--- config.mk ---
export PLATFORM = sky130hd
export DESIGN_NAME = rdmm_modem
export DESIGN_NICKNAME = d
export VERILOG_FILES = /design/src/rdmm_pkg.sv /design/src/rdmm_tick_if.sv /design/src/rdmm_baud.sv /design/src/rdmm_modem.sv
export SDC_FILE = /design/constraint.sdc
export NUM_CORES = 1
export LEC_CHECK = 0
export ABC_AREA = 1
export ABC_CLOCK_PERIOD_IN_PS = 2200
export CORE_ASPECT_RATIO = 1.1
export CORE_MARGIN = 2
export CORE_UTILIZATION = 35
export CTS_CLUSTER_DIAMETER = 100
export DETAILED_ROUTE_END_ITERATION = 12
export DONT_BUFFER_PORTS = 1
export PLACE_DENSITY = 0.59
export SYNTH_ARGS = -nofsm -noshare
export SYNTH_HDL_FRONTEND = slang
export SYNTH_SLANG_ARGS = --single-unit
--- constraint.sdc ---
create_clock -name CLK -period 2.2 [get_ports CLK]
set_input_delay 0.11 -clock CLK [delete_from_list [all_inputs] [get_ports CLK]]
set_output_delay 0.11 -clock CLK [all_outputs]
set_load 0.01 [all_outputs]
--- src/rdmm_pkg.sv ---
`default_nettype none
package rdmm_pkg;
   // Clock and symbol timing.
   localparam int CLK_HZ         = 25_000_000;
   localparam int BASE_BAUD      = 600;
   localparam int OVS            = 8;
   localparam int BASE_DIV_DEF   = CLK_HZ / (BASE_BAUD * OVS);
   localparam int MAX_RATE_SHIFT = 5;
   localparam logic [2:0] PH_LAST   = 3'h7;
   localparam logic [2:0] PH_SAMPLE = 3'h4;
   localparam logic [2:0] BIT_LAST  = 3'h7;

   // Register addresses.
   localparam logic [7:0] ADDR_MODEM = 8'hdb;
   localparam logic [7:0] ADDR_BUF   = 8'hc9;
   localparam logic [7:0] ADDR_RCTL  = 8'hd9;
   localparam logic [7:0] ADDR_IRQF  = 8'h91;
   localparam logic [7:0] ADDR_IRQE  = 8'he8;
   localparam logic [7:0] ADDR_PREAMBLE_DETECT_CTRL  = 8'hd3;
   localparam logic [7:0] ADDR_SYNC  = 8'hd4;

   // Field positions.
   localparam int RATE_MSB  = 7;
   localparam int RATE_LSB  = 5;
   localparam int MODE_MSB  = 4;
   localparam int MODE_LSB  = 3;
   localparam int XOSC_MSB  = 2;
   localparam int BYTE_BIT  = 0;
   localparam int VIOL_BIT  = 1;
   localparam int IRQ_BIT   = 0;
   localparam int PEN_BIT   = 7;
   localparam int PREAMBLE_LENGTH_MSB  = 4;

   // Reset values.
   localparam logic [2:0] RATE_RST = 3'h3;
   localparam logic [1:0] MODE_RST = 2'h2;
   localparam logic [2:0] XOSC_RST = 3'h1;
   localparam logic [7:0] SYNC_RST = 8'h00;

   typedef enum logic [1:0] {
      MODE_NRZ   = 2'h0,
      MODE_MAN   = 2'h1,
      MODE_TRANS = 2'h2,
      MODE_UART  = 2'h3
   } rdmm_mode_t;

   typedef enum logic [2:0] {
      ST_HUNT = 3'h1,
      ST_SYNC = 3'h2,
      ST_RECV = 3'h4
   } rdmm_rx_state_t;
endpackage : rdmm_pkg
`default_nettype wire

--- src/rdmm_tick_if.sv ---
`timescale 1ns/1ns
`default_nettype none
interface rdmm_tick_if;
   logic [2:0] rate;
   logic       tick;
   modport gen (input rate, output tick);
   modport sink (output rate, input tick);
endinterface : rdmm_tick_if
`default_nettype wire

--- src/rdmm_baud.sv ---
`timescale 1ns/1ns
`default_nettype none
module rdmm_baud
   import rdmm_pkg::*;
#(
   parameter int BASE_DIV = BASE_DIV_DEF,
   parameter int DIV_W    = 16
) (
   // Clock and reset.
   input wire logic clk,
   input wire logic arst_n,
   // Rate in, oversampling tick out.
   rdmm_tick_if.gen t
);
   logic [DIV_W-1:0] cnt;
   logic [DIV_W-1:0] div;
   logic [2:0]       sh;

   // The fastest rate must still leave a divider of at least two.
   if (BASE_DIV >= (2 ** DIV_W) || (BASE_DIV >> MAX_RATE_SHIFT) < 2) begin : g_chk
      $error("rdmm_baud: divider parameters out of range");
   end

   // Each rate code doubles the symbol rate; codes above the top rate are clamped.
   assign sh  = (t.rate > 3'(MAX_RATE_SHIFT)) ? 3'(MAX_RATE_SHIFT) : t.rate; // RULE20
   assign div = DIV_W'(BASE_DIV) >> sh;

   // Down counter that emits one tick per oversampling slot.
   always_ff @(posedge clk or negedge arst_n) begin
      if (!arst_n) begin
         cnt    <= '0;
         t.tick <= 1'b0;
      end else if (cnt == '0) begin
         cnt    <= div - 1'b1; // RULE3
         t.tick <= 1'b1;
      end else begin
         cnt    <= cnt - 1'b1;
         t.tick <= 1'b0;
      end
   end

   tick_reload_a : assert property (@(posedge clk) disable iff (!arst_n) // RULE3
      (cnt == '0) |=> (t.tick && cnt == $past(div) - 1'b1))
      else $error("baud counter did not reload");
endmodule : rdmm_baud
`default_nettype wire

--- src/rdmm_modem.sv ---
// Notes on behaviour
// RULE1: Two-bit field selects four line modes.
// RULE2: Software sets mode before enabling radio.
// RULE3: Sync modes run at selected symbol rate.
// RULE4: Receiver realigns bit clock on edges.
// RULE5: Manchester mode encodes and decodes itself.
// RULE6: Byte-wide bit picks bit or byte units.
// RULE7: Byte uses whole buffer, bit uses bit0.
// RULE8: Each unit needed or arrived sets flag.
// RULE9: Software polls flag or uses interrupt.
// RULE10: Optional preamble and delimiter detection on receive.
// RULE11: Reception starts after preamble then delimiter.
// RULE12: Preamble detection forces byte-wide operation.
// RULE13: Transparent uses buffer bit0; UART uses UART.
// RULE14: UART mode frees port pin from UART.
// RULE15: Bypass modes skip decisions, no byte-wide.
// RULE16: One is high-low, zero is low-high.
// RULE17: Manchester bit lasts two symbols.
// RULE18: Bad Manchester pair sets violation bit.
// RULE19: UART mode timing comes from UART.
// RULE20: Rate codes 0.6 to 4.8 kBaud, reset 011; here code 4 gives 9.6 kBaud and codes 5 and up give 19.2 kBaud.
// RULE21: Mode codes NRZ, Manchester, transparent, UART; reset transparent.
//
// Local design decision: strobed register access.
`timescale 1ns/1ns
`default_nettype none
module rdmm_modem
   import rdmm_pkg::*;
#(
   parameter int BASE_DIV = BASE_DIV_DEF,
   parameter int DIV_W    = 16
) (
   // Clock and reset.
   input  wire logic       CLK,
   input  wire logic       ARST_N,
   // Register port.
   input  wire logic [7:0] ADDR,
   input  wire logic [7:0] WDATA,
   input  wire logic       WR,
   input  wire logic       RD,
   output logic      [7:0] RDATA,
   // Transceiver state.
   input  wire logic       RADIO_ON,
   input  wire logic       TX_MODE,
   // FSK modem side.
   input  wire logic       RX_DATA_IN,
   output logic            TX_DATA,
   // First UART and its port pin.
   input  wire logic       UART_TXD,
   output logic            UART_RXD,
   output logic            PORT3_LINE1_UART_DRIVE,
   // Radio interrupt request.
   output logic            IRQ_REQ
);
   // Register state.
   logic [2:0]     rate;
   rdmm_mode_t     mode;
   logic [2:0]     xosc_sel;
   logic [7:0]     rbuf;
   logic           byte_mode;
   logic           man_viol;
   logic           irq_flag;
   logic           irq_en;
   logic           pre_on;
   logic [4:0]     pre_len;
   logic [7:0]     sync_delim;
   // Receive input synchroniser and resync.
   logic           rx_meta;
   logic           rx_s;
   logic           rx_prev;
   logic [2:0]     rx_ph;
   logic           rx_half;
   logic           rx_first;
   // Receive framing.
   rdmm_rx_state_t st;
   logic [4:0]     pre_cnt;
   logic           last_bit;
   logic [7:0]     win;
   logic [7:0]     rx_shift;
   logic [2:0]     rx_cnt;
   // Transmit path.
   logic [2:0]     tx_ph;
   logic           tx_half;
   logic           tx_bit;
   logic [7:0]     tx_shift;
   logic [2:0]     tx_cnt;
   // Decoded helpers.
   logic sync_mode, eff_byte, tx_run, rx_run, trans_rx;
   logic tx_sym, tx_bnd, tx_load, next_bit;
   logic rx_sym, rx_bit_v, rx_bit, rx_bad, rx_del;
   logic [7:0] rx_word;
   logic wr_modem, wr_buf, wr_rctl, wr_irqf, wr_irqe, wr_preamble_detect_ctrl, wr_sync;

   rdmm_tick_if tk ();

   assign tk.rate = rate; // RULE3

   rdmm_baud #(
      .BASE_DIV (BASE_DIV),
      .DIV_W    (DIV_W)
   ) u_baud (
      .clk    (CLK),
      .arst_n (ARST_N),
      .t      (tk)
   );

   // Write strobes per register.
   assign wr_modem = WR && (ADDR == ADDR_MODEM);
   assign wr_buf   = WR && (ADDR == ADDR_BUF);
   assign wr_rctl  = WR && (ADDR == ADDR_RCTL);
   assign wr_irqf  = WR && (ADDR == ADDR_IRQF);
   assign wr_irqe  = WR && (ADDR == ADDR_IRQE);
   assign wr_preamble_detect_ctrl  = WR && (ADDR == ADDR_PREAMBLE_DETECT_CTRL);
   assign wr_sync  = WR && (ADDR == ADDR_SYNC);

   // Mode decode; only the two synchronous modes use the data decision logic.
   assign sync_mode = (mode == MODE_NRZ) || (mode == MODE_MAN); // RULE1 RULE15
   assign eff_byte  = sync_mode && (byte_mode || pre_on); // RULE6 RULE12
   assign tx_run    = RADIO_ON && TX_MODE && sync_mode;
   assign rx_run    = RADIO_ON && !TX_MODE && sync_mode;
   assign trans_rx  = RADIO_ON && !TX_MODE && (mode == MODE_TRANS);

   // Control registers written by software.
   always_ff @(posedge CLK or negedge ARST_N) begin
      if (!ARST_N) begin
         rate       <= RATE_RST; // RULE20
         mode       <= rdmm_mode_t'(MODE_RST); // RULE21
         xosc_sel   <= XOSC_RST;
         byte_mode  <= 1'b0;
         irq_en     <= 1'b0;
         pre_on     <= 1'b0;
         pre_len    <= 5'h00;
         sync_delim <= SYNC_RST;
      end else begin
         if (wr_modem) begin
            rate     <= WDATA[RATE_MSB:RATE_LSB];
            mode     <= rdmm_mode_t'(WDATA[MODE_MSB:MODE_LSB]); // RULE1
            xosc_sel <= WDATA[XOSC_MSB:0];
         end
         if (wr_rctl) begin
            byte_mode <= WDATA[BYTE_BIT];
         end
         if (wr_irqe) begin
            irq_en <= WDATA[IRQ_BIT];
         end
         if (wr_preamble_detect_ctrl) begin
            pre_on  <= WDATA[PEN_BIT]; // RULE10
            pre_len <= WDATA[PREAMBLE_LENGTH_MSB:0];
         end
         if (wr_sync) begin
            sync_delim <= WDATA;
         end
      end
   end

   // Read port; data stand for the one cycle after the strobe, unmapped reads give zero.
   always_ff @(posedge CLK or negedge ARST_N) begin
      if (!ARST_N) begin
         RDATA <= 8'h00;
      end else if (!RD) begin
         RDATA <= 8'h00;
      end else if (ADDR == ADDR_MODEM) begin
         RDATA <= {rate, mode, xosc_sel};
      end else if (ADDR == ADDR_BUF) begin
         RDATA <= rbuf;
      end else if (ADDR == ADDR_RCTL) begin
         RDATA <= {6'h00, man_viol, byte_mode};
      end else if (ADDR == ADDR_IRQF) begin
         RDATA <= {7'h00, irq_flag};
      end else if (ADDR == ADDR_IRQE) begin
         RDATA <= {7'h00, irq_en};
      end else if (ADDR == ADDR_PREAMBLE_DETECT_CTRL) begin
         RDATA <= {pre_on, 2'h0, pre_len};
      end else if (ADDR == ADDR_SYNC) begin
         RDATA <= sync_delim;
      end else begin
         RDATA <= 8'h00;
      end
   end

   // Two flops bring the demodulator bit into the clock domain; a third gives edges.
   always_ff @(posedge CLK or negedge ARST_N) begin
      if (!ARST_N) begin
         rx_meta <= 1'b0;
         rx_s    <= 1'b0;
         rx_prev <= 1'b0;
      end else begin
         rx_meta <= RX_DATA_IN;
         rx_s    <= rx_meta;
         rx_prev <= rx_s;
      end
   end

   // Receive phase restarts on every line edge, so sampling tracks the sender.
   always_ff @(posedge CLK or negedge ARST_N) begin
      if (!ARST_N) begin
         rx_ph <= 3'h0;
      end else if (!rx_run || (rx_s != rx_prev)) begin
         rx_ph <= 3'h0; // RULE4
      end else if (tk.tick) begin
         rx_ph <= rx_ph + 3'h1;
      end
   end

   assign rx_sym   = rx_run && tk.tick && (rx_ph == PH_SAMPLE) && (rx_s == rx_prev); // RULE4
   // A Manchester bit is the first half of a pair whose halves differ.
   assign rx_bit_v = rx_sym && ((mode == MODE_NRZ) || (rx_half && (rx_first != rx_s))); // RULE5 RULE17
   assign rx_bit   = (mode == MODE_NRZ) ? rx_s : rx_first; // RULE5 RULE16
   assign rx_bad   = rx_sym && (mode == MODE_MAN) && rx_half && (rx_first == rx_s); // RULE18

   // Pair tracking; after a bad pair the last symbol opens a new pair to slip alignment.
   always_ff @(posedge CLK or negedge ARST_N) begin
      if (!ARST_N) begin
         rx_half  <= 1'b0;
         rx_first <= 1'b0;
      end else if (!rx_run) begin
         rx_half <= 1'b0;
      end else if (rx_sym && (mode == MODE_MAN)) begin
         if (!rx_half || rx_bad) begin
            rx_first <= rx_s;
            rx_half  <= 1'b1;
         end else begin
            rx_half <= 1'b0;
         end
      end
   end

   // Violation status; a new violation wins over a software clear in the same cycle.
   always_ff @(posedge CLK or negedge ARST_N) begin
      if (!ARST_N) begin
         man_viol <= 1'b0;
      end else if (rx_bad) begin
         man_viol <= 1'b1; // RULE18
      end else if (wr_rctl && !WDATA[VIOL_BIT]) begin
         man_viol <= 1'b0;
      end
   end

   // Framing: hunt for alternating preamble, then the delimiter, then deliver data.
   always_ff @(posedge CLK or negedge ARST_N) begin
      if (!ARST_N) begin
         st       <= ST_RECV;
         pre_cnt  <= 5'h00;
         last_bit <= 1'b0;
         win      <= 8'h00;
         rx_shift <= 8'h00;
         rx_cnt   <= 3'h0;
      end else if (!rx_run) begin
         st      <= pre_on ? ST_HUNT : ST_RECV; // RULE10
         pre_cnt <= 5'h00;
         rx_cnt  <= 3'h0;
      end else if (rx_bit_v) begin
         last_bit <= rx_bit;
         win      <= {win[6:0], rx_bit};
         case (st)
            ST_HUNT: begin
               if (rx_bit == last_bit) begin
                  pre_cnt <= 5'h00;
               end else if (pre_cnt >= pre_len) begin
                  st <= ST_SYNC; // RULE11
               end else begin
                  pre_cnt <= pre_cnt + 5'h01;
               end
            end
            ST_SYNC: begin
               if ({win[6:0], rx_bit} == sync_delim) begin
                  st     <= ST_RECV; // RULE11
                  rx_cnt <= 3'h0;
               end
            end
            ST_RECV: begin
               rx_shift <= {rx_shift[6:0], rx_bit};
               rx_cnt   <= rx_cnt + 3'h1;
            end
            default: begin
               st <= ST_HUNT;
            end
         endcase
      end
   end

   assign rx_del  = rx_bit_v && (st == ST_RECV) && (!eff_byte || (rx_cnt == BIT_LAST)); // RULE6
   assign rx_word = eff_byte ? {rx_shift[6:0], rx_bit} : {rbuf[7:1], rx_bit}; // RULE7

   // Data buffer; hardware delivery wins over a software write in the same cycle.
   always_ff @(posedge CLK or negedge ARST_N) begin
      if (!ARST_N) begin
         rbuf <= 8'h00;
      end else begin
         if (wr_buf) begin
            rbuf <= WDATA;
         end
         if (trans_rx) begin
            rbuf[0] <= rx_s; // RULE13
         end
         if (rx_del) begin
            rbuf <= rx_word; // RULE7
         end
      end
   end

   // Transmit symbol timing from the shared oversampling tick.
   always_ff @(posedge CLK or negedge ARST_N) begin
      if (!ARST_N) begin
         tx_ph <= 3'h0;
      end else if (!tx_run) begin
         tx_ph <= 3'h0;
      end else if (tk.tick) begin
         tx_ph <= tx_ph + 3'h1; // RULE3
      end
   end

   assign tx_sym   = tx_run && tk.tick && (tx_ph == PH_LAST);
   assign tx_bnd   = tx_sym && !tx_half; // RULE17
   assign tx_load  = tx_bnd && (!eff_byte || (tx_cnt == 3'h0)); // RULE6
   assign next_bit = !eff_byte ? rbuf[0] : ((tx_cnt == 3'h0) ? rbuf[7] : tx_shift[6]); // RULE7

   // Bit sequencing; the buffer is copied at each unit start so software may refill early.
   always_ff @(posedge CLK or negedge ARST_N) begin
      if (!ARST_N) begin
         tx_half  <= 1'b0;
         tx_bit   <= 1'b0;
         tx_shift <= 8'h00;
         tx_cnt   <= 3'h0;
      end else if (!tx_run) begin
         tx_half <= 1'b0;
         tx_cnt  <= 3'h0;
      end else if (tx_bnd) begin
         tx_bit  <= next_bit;
         tx_half <= (mode == MODE_MAN); // RULE17
         if (eff_byte && (tx_cnt == 3'h0)) begin
            tx_shift <= rbuf;
            tx_cnt   <= BIT_LAST;
         end else if (eff_byte) begin
            tx_shift <= {tx_shift[6:0], 1'b0};
            tx_cnt   <= tx_cnt - 3'h1;
         end
      end else if (tx_sym) begin
         tx_half <= 1'b0;
      end
   end

   // Modulator bit; one means the high frequency.
   always_ff @(posedge CLK or negedge ARST_N) begin
      if (!ARST_N) begin
         TX_DATA <= 1'b0;
      end else if (tx_run) begin
         if (tx_bnd) begin
            TX_DATA <= next_bit; // RULE16
         end else if (tx_sym) begin
            TX_DATA <= !tx_bit; // RULE5 RULE16
         end
      end else if (RADIO_ON && TX_MODE && (mode == MODE_TRANS)) begin
         TX_DATA <= rbuf[0]; // RULE13 RULE15
      end else if (RADIO_ON && TX_MODE && (mode == MODE_UART)) begin
         TX_DATA <= UART_TXD; // RULE13 RULE19
      end else begin
         TX_DATA <= 1'b0;
      end
   end

   // UART receive feed and port pin release; the UART does its own timing.
   always_ff @(posedge CLK or negedge ARST_N) begin
      if (!ARST_N) begin
         UART_RXD               <= 1'b1;
         PORT3_LINE1_UART_DRIVE <= 1'b1;
      end else begin
         UART_RXD               <= (mode == MODE_UART) ? rx_s : 1'b1; // RULE19
         PORT3_LINE1_UART_DRIVE <= (mode != MODE_UART); // RULE14
      end
   end

   // Radio flag; a unit event wins over a software clear in the same cycle.
   always_ff @(posedge CLK or negedge ARST_N) begin
      if (!ARST_N) begin
         irq_flag <= 1'b0;
         IRQ_REQ  <= 1'b0;
      end else begin
         if (tx_load || rx_del) begin
            irq_flag <= 1'b1; // RULE8
         end else if (wr_irqf && !WDATA[IRQ_BIT]) begin
            irq_flag <= 1'b0;
         end
         IRQ_REQ <= irq_flag && irq_en;
      end
   end

   irq_set_a : assert property (@(posedge CLK) disable iff (!ARST_N) // RULE8
      (tx_load || rx_del) |=> irq_flag ##1 (IRQ_REQ == $past(irq_en)))
      else $error("unit event did not raise the radio flag");
   rst_value_a : assert property (@(posedge CLK) disable iff (!ARST_N) // RULE20 RULE21
      $rose(ARST_N) |-> (rate == 3'h3 && mode == MODE_TRANS))
      else $error("mode register reset value wrong");
   force_byte_a : assert property (@(posedge CLK) disable iff (!ARST_N) // RULE12
      (pre_on && rx_run && rx_bit_v && st == ST_RECV && rx_cnt != BIT_LAST) |-> !rx_del)
      else $error("bit delivered while preamble detection forces byte mode");
   bit_buf_a : assert property (@(posedge CLK) disable iff (!ARST_N) // RULE7
      (rx_del && !eff_byte) |=> (rbuf[0] == $past(rx_bit) && rbuf[7:1] == $past(rbuf[7:1])))
      else $error("bit mode delivery touched more than bit 0");
   man_first_a : assert property (@(posedge CLK) disable iff (!ARST_N) // RULE16
      (tx_bnd && mode == MODE_MAN) |=> (TX_DATA == tx_bit && tx_half))
      else $error("Manchester first half wrong");
   man_second_a : assert property (@(posedge CLK) disable iff (!ARST_N) // RULE5
      (tx_sym && tx_half) |=> (TX_DATA == !$past(tx_bit) && !tx_half))
      else $error("Manchester second half not inverted");
   viol_set_a : assert property (@(posedge CLK) disable iff (!ARST_N) // RULE18
      rx_bad |=> man_viol)
      else $error("Manchester violation not flagged");
   uart_path_a : assert property (@(posedge CLK) disable iff (!ARST_N) // RULE13
      (RADIO_ON && TX_MODE && mode == MODE_UART) |=> (TX_DATA == $past(UART_TXD)))
      else $error("UART bit not passed to modulator");
   port_free_a : assert property (@(posedge CLK) disable iff (!ARST_N) // RULE14
      (mode == MODE_UART) [*2] |-> !PORT3_LINE1_UART_DRIVE)
      else $error("port pin still driven by UART");
   trans_tx_a : assert property (@(posedge CLK) disable iff (!ARST_N) // RULE15
      (RADIO_ON && TX_MODE && mode == MODE_TRANS) |=> (TX_DATA == $past(rbuf[0]) && !tx_load))
      else $error("transparent transmit not from buffer bit 0");
endmodule : rdmm_modem
`default_nettype wire

==> metrics.md <==
| Metric | Value |
|---|---|
| CP delay by family, top | `simple AND/OR/NAND/NOR gates` |
| Final Util | `between 40% and 50%` |
| Data required, critical path | `approximately 2.5 ns` |
| Worst hold path class | `input pin to async pin` |
| Final #Nets | `830` |
| WP depth | `13` |
| H-Tree Depth | `3` |
| Gr ovfl total | `0` |
| Number of detailed-route iterations in the first pass | `5` |
| RSZ-0062 raised after global routing | `false` |
| CTS tree | `built` |
| Initial antenna violation count | `1` |
| # hold bufs at CTS | `12` |
| Final setup TNS | `0 ns` |
| Reg area | `about 0.0028 mm2` |
| Post-Syn Instances | `about 760` |
| Min Tclk post-route | `between 2 and 2.5 ns` |
| Core area | `about 0.016 mm2` |
| Least-Margin Pin Slew | `0.609 ns` |
| Sequential fraction of the synthesis area | `a little under half` |
| Top_reg_cell synth | `dfrtp_1` |
| Synth warn | `0` |
| Net Count, Synth | `798` |
| Initial DRC count | `around 400` |
| Leak | `~3.3 nW` |
| Critical path arrival | `2.31 ns` |
| Kind of end point of the critical path | `flip-flop` |
| IO Pins | `36` |
| Post-synth top area share | `between 40% and 50%` |
| Slew HR | `approximately three fifths` |
| CP bufs+invs | `1` |
| Crit start category | `flip-flop` |
| Die Wd | `about 130 um` |
| Synth cell types | `between 40 and 50` |
| Post-synth EDFFs | `0` |
| Die ar. | `0.0180 mm2` |
| # port buffers | `0` |
| Synth top cells by count | `nand2_1 (211), inv_1 (105), dfrtp_1 (104)` |
| Seq cells post-synth | `111` |
| Largest net degree at the start of global routing | `112` |
| Final Cycle Share | `93.2%` |
| Row cnt | `between 40 and 50` |
| Sink Count | `111` |
| Critical path type | `flip-flop to flip-flop` |
| Endpoints failing setup | `0` |
| Max Clk Rate | `slightly below 500 MHz` |
| Most frequent cell after synthesis | `nand2_1` |
| Failing checks | `negative hold slack` |
| Final hold viol count | `111` |
| Hpwl dp | `between 10 and 15 mm` |
| Final hold slack | `-0.573 ns` |
| Clk root buf | `clkbuf_16` |
| Critical Path Fanout Max | `3` |
| Crit-path cells | `inv_1 -> nor2_1 -> ha_2 -> nor2_1 -> nor2_1 -> nand3_1 -> nand2_1 -> nor2_2 -> nand2_2 -> nor2_4 -> nand3_1 -> nand2_1 -> nand2_1` |
| Total GRT Usage | `approximately 17%` |
| Worst skew pair latency | `approximately 0.37 ns` |
| Critical path's largest stage delay | `0.55 ns` |
| Vias per inst | `between 4 and 5` |
| Worst IR Drop VDD | `0.415 mV` |
| Ys async rst share | `100%` |
| Status | `finished with violations` |
| Multi-input logic area | `0.00272 mm2` |
| Mapped Avg Cell Area | `7.84 um2` |
| Antenna-violating nets left | `0` |
| DRC Markers | `0` |
| First-pass GRT wire length | `23.3 mm` |
| Layout cell share with drive strength beyond 1 | `10.4%` |
| Drt wl/cell | `about 14 um` |
| Slowest CP cell | `dfstp_2` |
| Final count of pins violating max slew | `0` |
| R2R cell count | `13` |
| Longest Clk Path Bufs | `2` |
| Pwr dens | `~670 mW/mm2` |
| Yosys top cell by area | `dfrtp_1` |
| Final WL | `~14 mm` |
| Starting density of the core | `36.0%` |
| Synthesis-to-layout area growth | `13.9%` |
| Fill count | `1671` |
| Max_cap viols | `0` |
| Clock Skews | `between 0.01 and 0.015 ns` |
| Via count | `just under 5000` |
| Vias in the first global route | `roughly 4700` |
| Die Y | `~140 um` |
| CTS clk-pin slew, worst paths | `0.08 ns` |
| CTS Buf Count | `9` |
| GPL Wtd Cong | `around 0.86` |
| Area contributors post-synth | `dfrtp_1 (44%), nand2_1 (13%), inv_1 (6.6%)` |
| Mapped Area | `0.00594 mm2` |
## through the flow
step	cell area (um2)	total power (W)	instances	setup slack [ns]
floorplan	5940	0.00262	758	0.144
detailed placement	6260	0.00276	968	-0.00673
CTS	6700	0.00459	996	0.00347
global route	6770	0.00476	1000	0.00158
finish	6770	0.00456	1000	0.151
global placement	6260	0.00275	968	0.0815
## repair_timing
action,in CTS,in global routing
gates resized for setup,1,15
buffers inserted,0,3
gates cloned,0,0
endpoints found under the hold margin,151,111
pin swaps,0,5
setup endpoints to repair,1,8
## cell usage in the layout (no fill, tap or decap), types with 2 or more instances in the layout
cell type	synthesis	routed
or2_2	2	2
buf_4	1	20
nand3_2	2	2
nand2_1	211	207
inv_2	1	3
a21oi_1	12	12
nand4_1	17	17
clkbuf_16	0	9
a21boi_0	4	4
o22ai_1	2	2
o211ai_1	5	5
nor2_4	2	4
ha_1	16	14
nor3_1	6	6
dlygate4sd3_1	0	12
nand2_4	3	3
o21ai_0	66	65
nor4_1	2	2
o21a_1	3	3
o21ai_1	1	2
a31oi_1	8	8
dfstp_2	7	7
dfrtp_1	104	104
xnor2_1	3	3
bufinv_16	0	2
inv_6	1	3
nor2_2	2	4
nand2_2	2	6
nor2_1	81	77
xor2_1	12	12
nand3_1	45	45
inv_1	105	103
o21ai_2	8	8
## where the power goes
group | total [W] | switching, W | internal [W]
combinational | 0.000536 | 0.000351 | 0.000185
sequential | 0.00223 | 0.0000757 | 0.00216
clock | 0.00179 | 0.000784 | 0.00101
## per-layer routing
layer / vias to the layer above / part of all wire [%] / global-route usage [%] / routed length, um
met1: 2257 / 47 / 22.0 / 6660
met3: 18 / 3.8 / 3.26 / 547
li1: 2495 / - / - / -
met4: 0 / 2.1 / 6.48 / 294
met5: - / 0 / 0 / 0
met2: 98 / 47 / 26.7 / 6730
## worst paths after layout
kind                       slack, ns             end      from
max in group asynchronous       2.54           st[2]    ARST_N
hold reg to reg                 0.36            rx_s   rx_meta
setup / recovery                0.15  u_baud.cnt[14]   rate[1]
setup reg to reg                0.15  u_baud.cnt[14]   rate[1]
min in group CLK                0.07         rx_half  RADIO_ON
hold / removal                 -0.57     tx_shift[1]    ARST_N
## state kept, by name, indices dropped and copies added, names as in the netlist, 5 cells and up
register / flops
RDATA: 8
sync_delim: 8
win: 7
rbuf: 8
tx_shift: 7
u_baud.cnt: 16
pre_len: 5
pre_cnt: 5
rx_shift: 7
## kinds of logic after synthesis
| family | after synthesis | synth area share [%] |
|---|---|---|
| AOI/OAI and AO/OA | 116 | 11.6 |
| adders and majority gates | 16 | 3.37 |
| xor gates and xnor gates | 15 | 2.21 |
| DFF | 111 | 46.9 |
| muxes | 1 | 0.190 |
| and+or+nand+nor | 380 | 27.7 |
| buffers and inverters | 119 | 8.02 |
## final cells by class
type	count	share of cell area (%)
Antenna cell	1	0.0370
Clock buffer	10	3.38
Inverter	108	6.10
Timing Repair Buffer	32	3.99
Tap cell	204	3.77
Clock inverter	6	1.33
Multi-Input combinational cell	528	40.2
Sequential cell	111	41.2
## worst register-to-register path, stage by stage, from the launching register on
cell     delay, ns
dfstp_2       0.55
inv_1         0.06
nor2_1        0.10
ha_2          0.27
nor2_1        0.10
nor2_1        0.05
nand3_1       0.07
nand2_1       0.11
nor2_2        0.18
nand2_2       0.11
nor2_4        0.15
nand3_1       0.07
nand2_1       0.06
nand2_1       0.05
No activity file was read; power rests on OpenSTA's default activity.
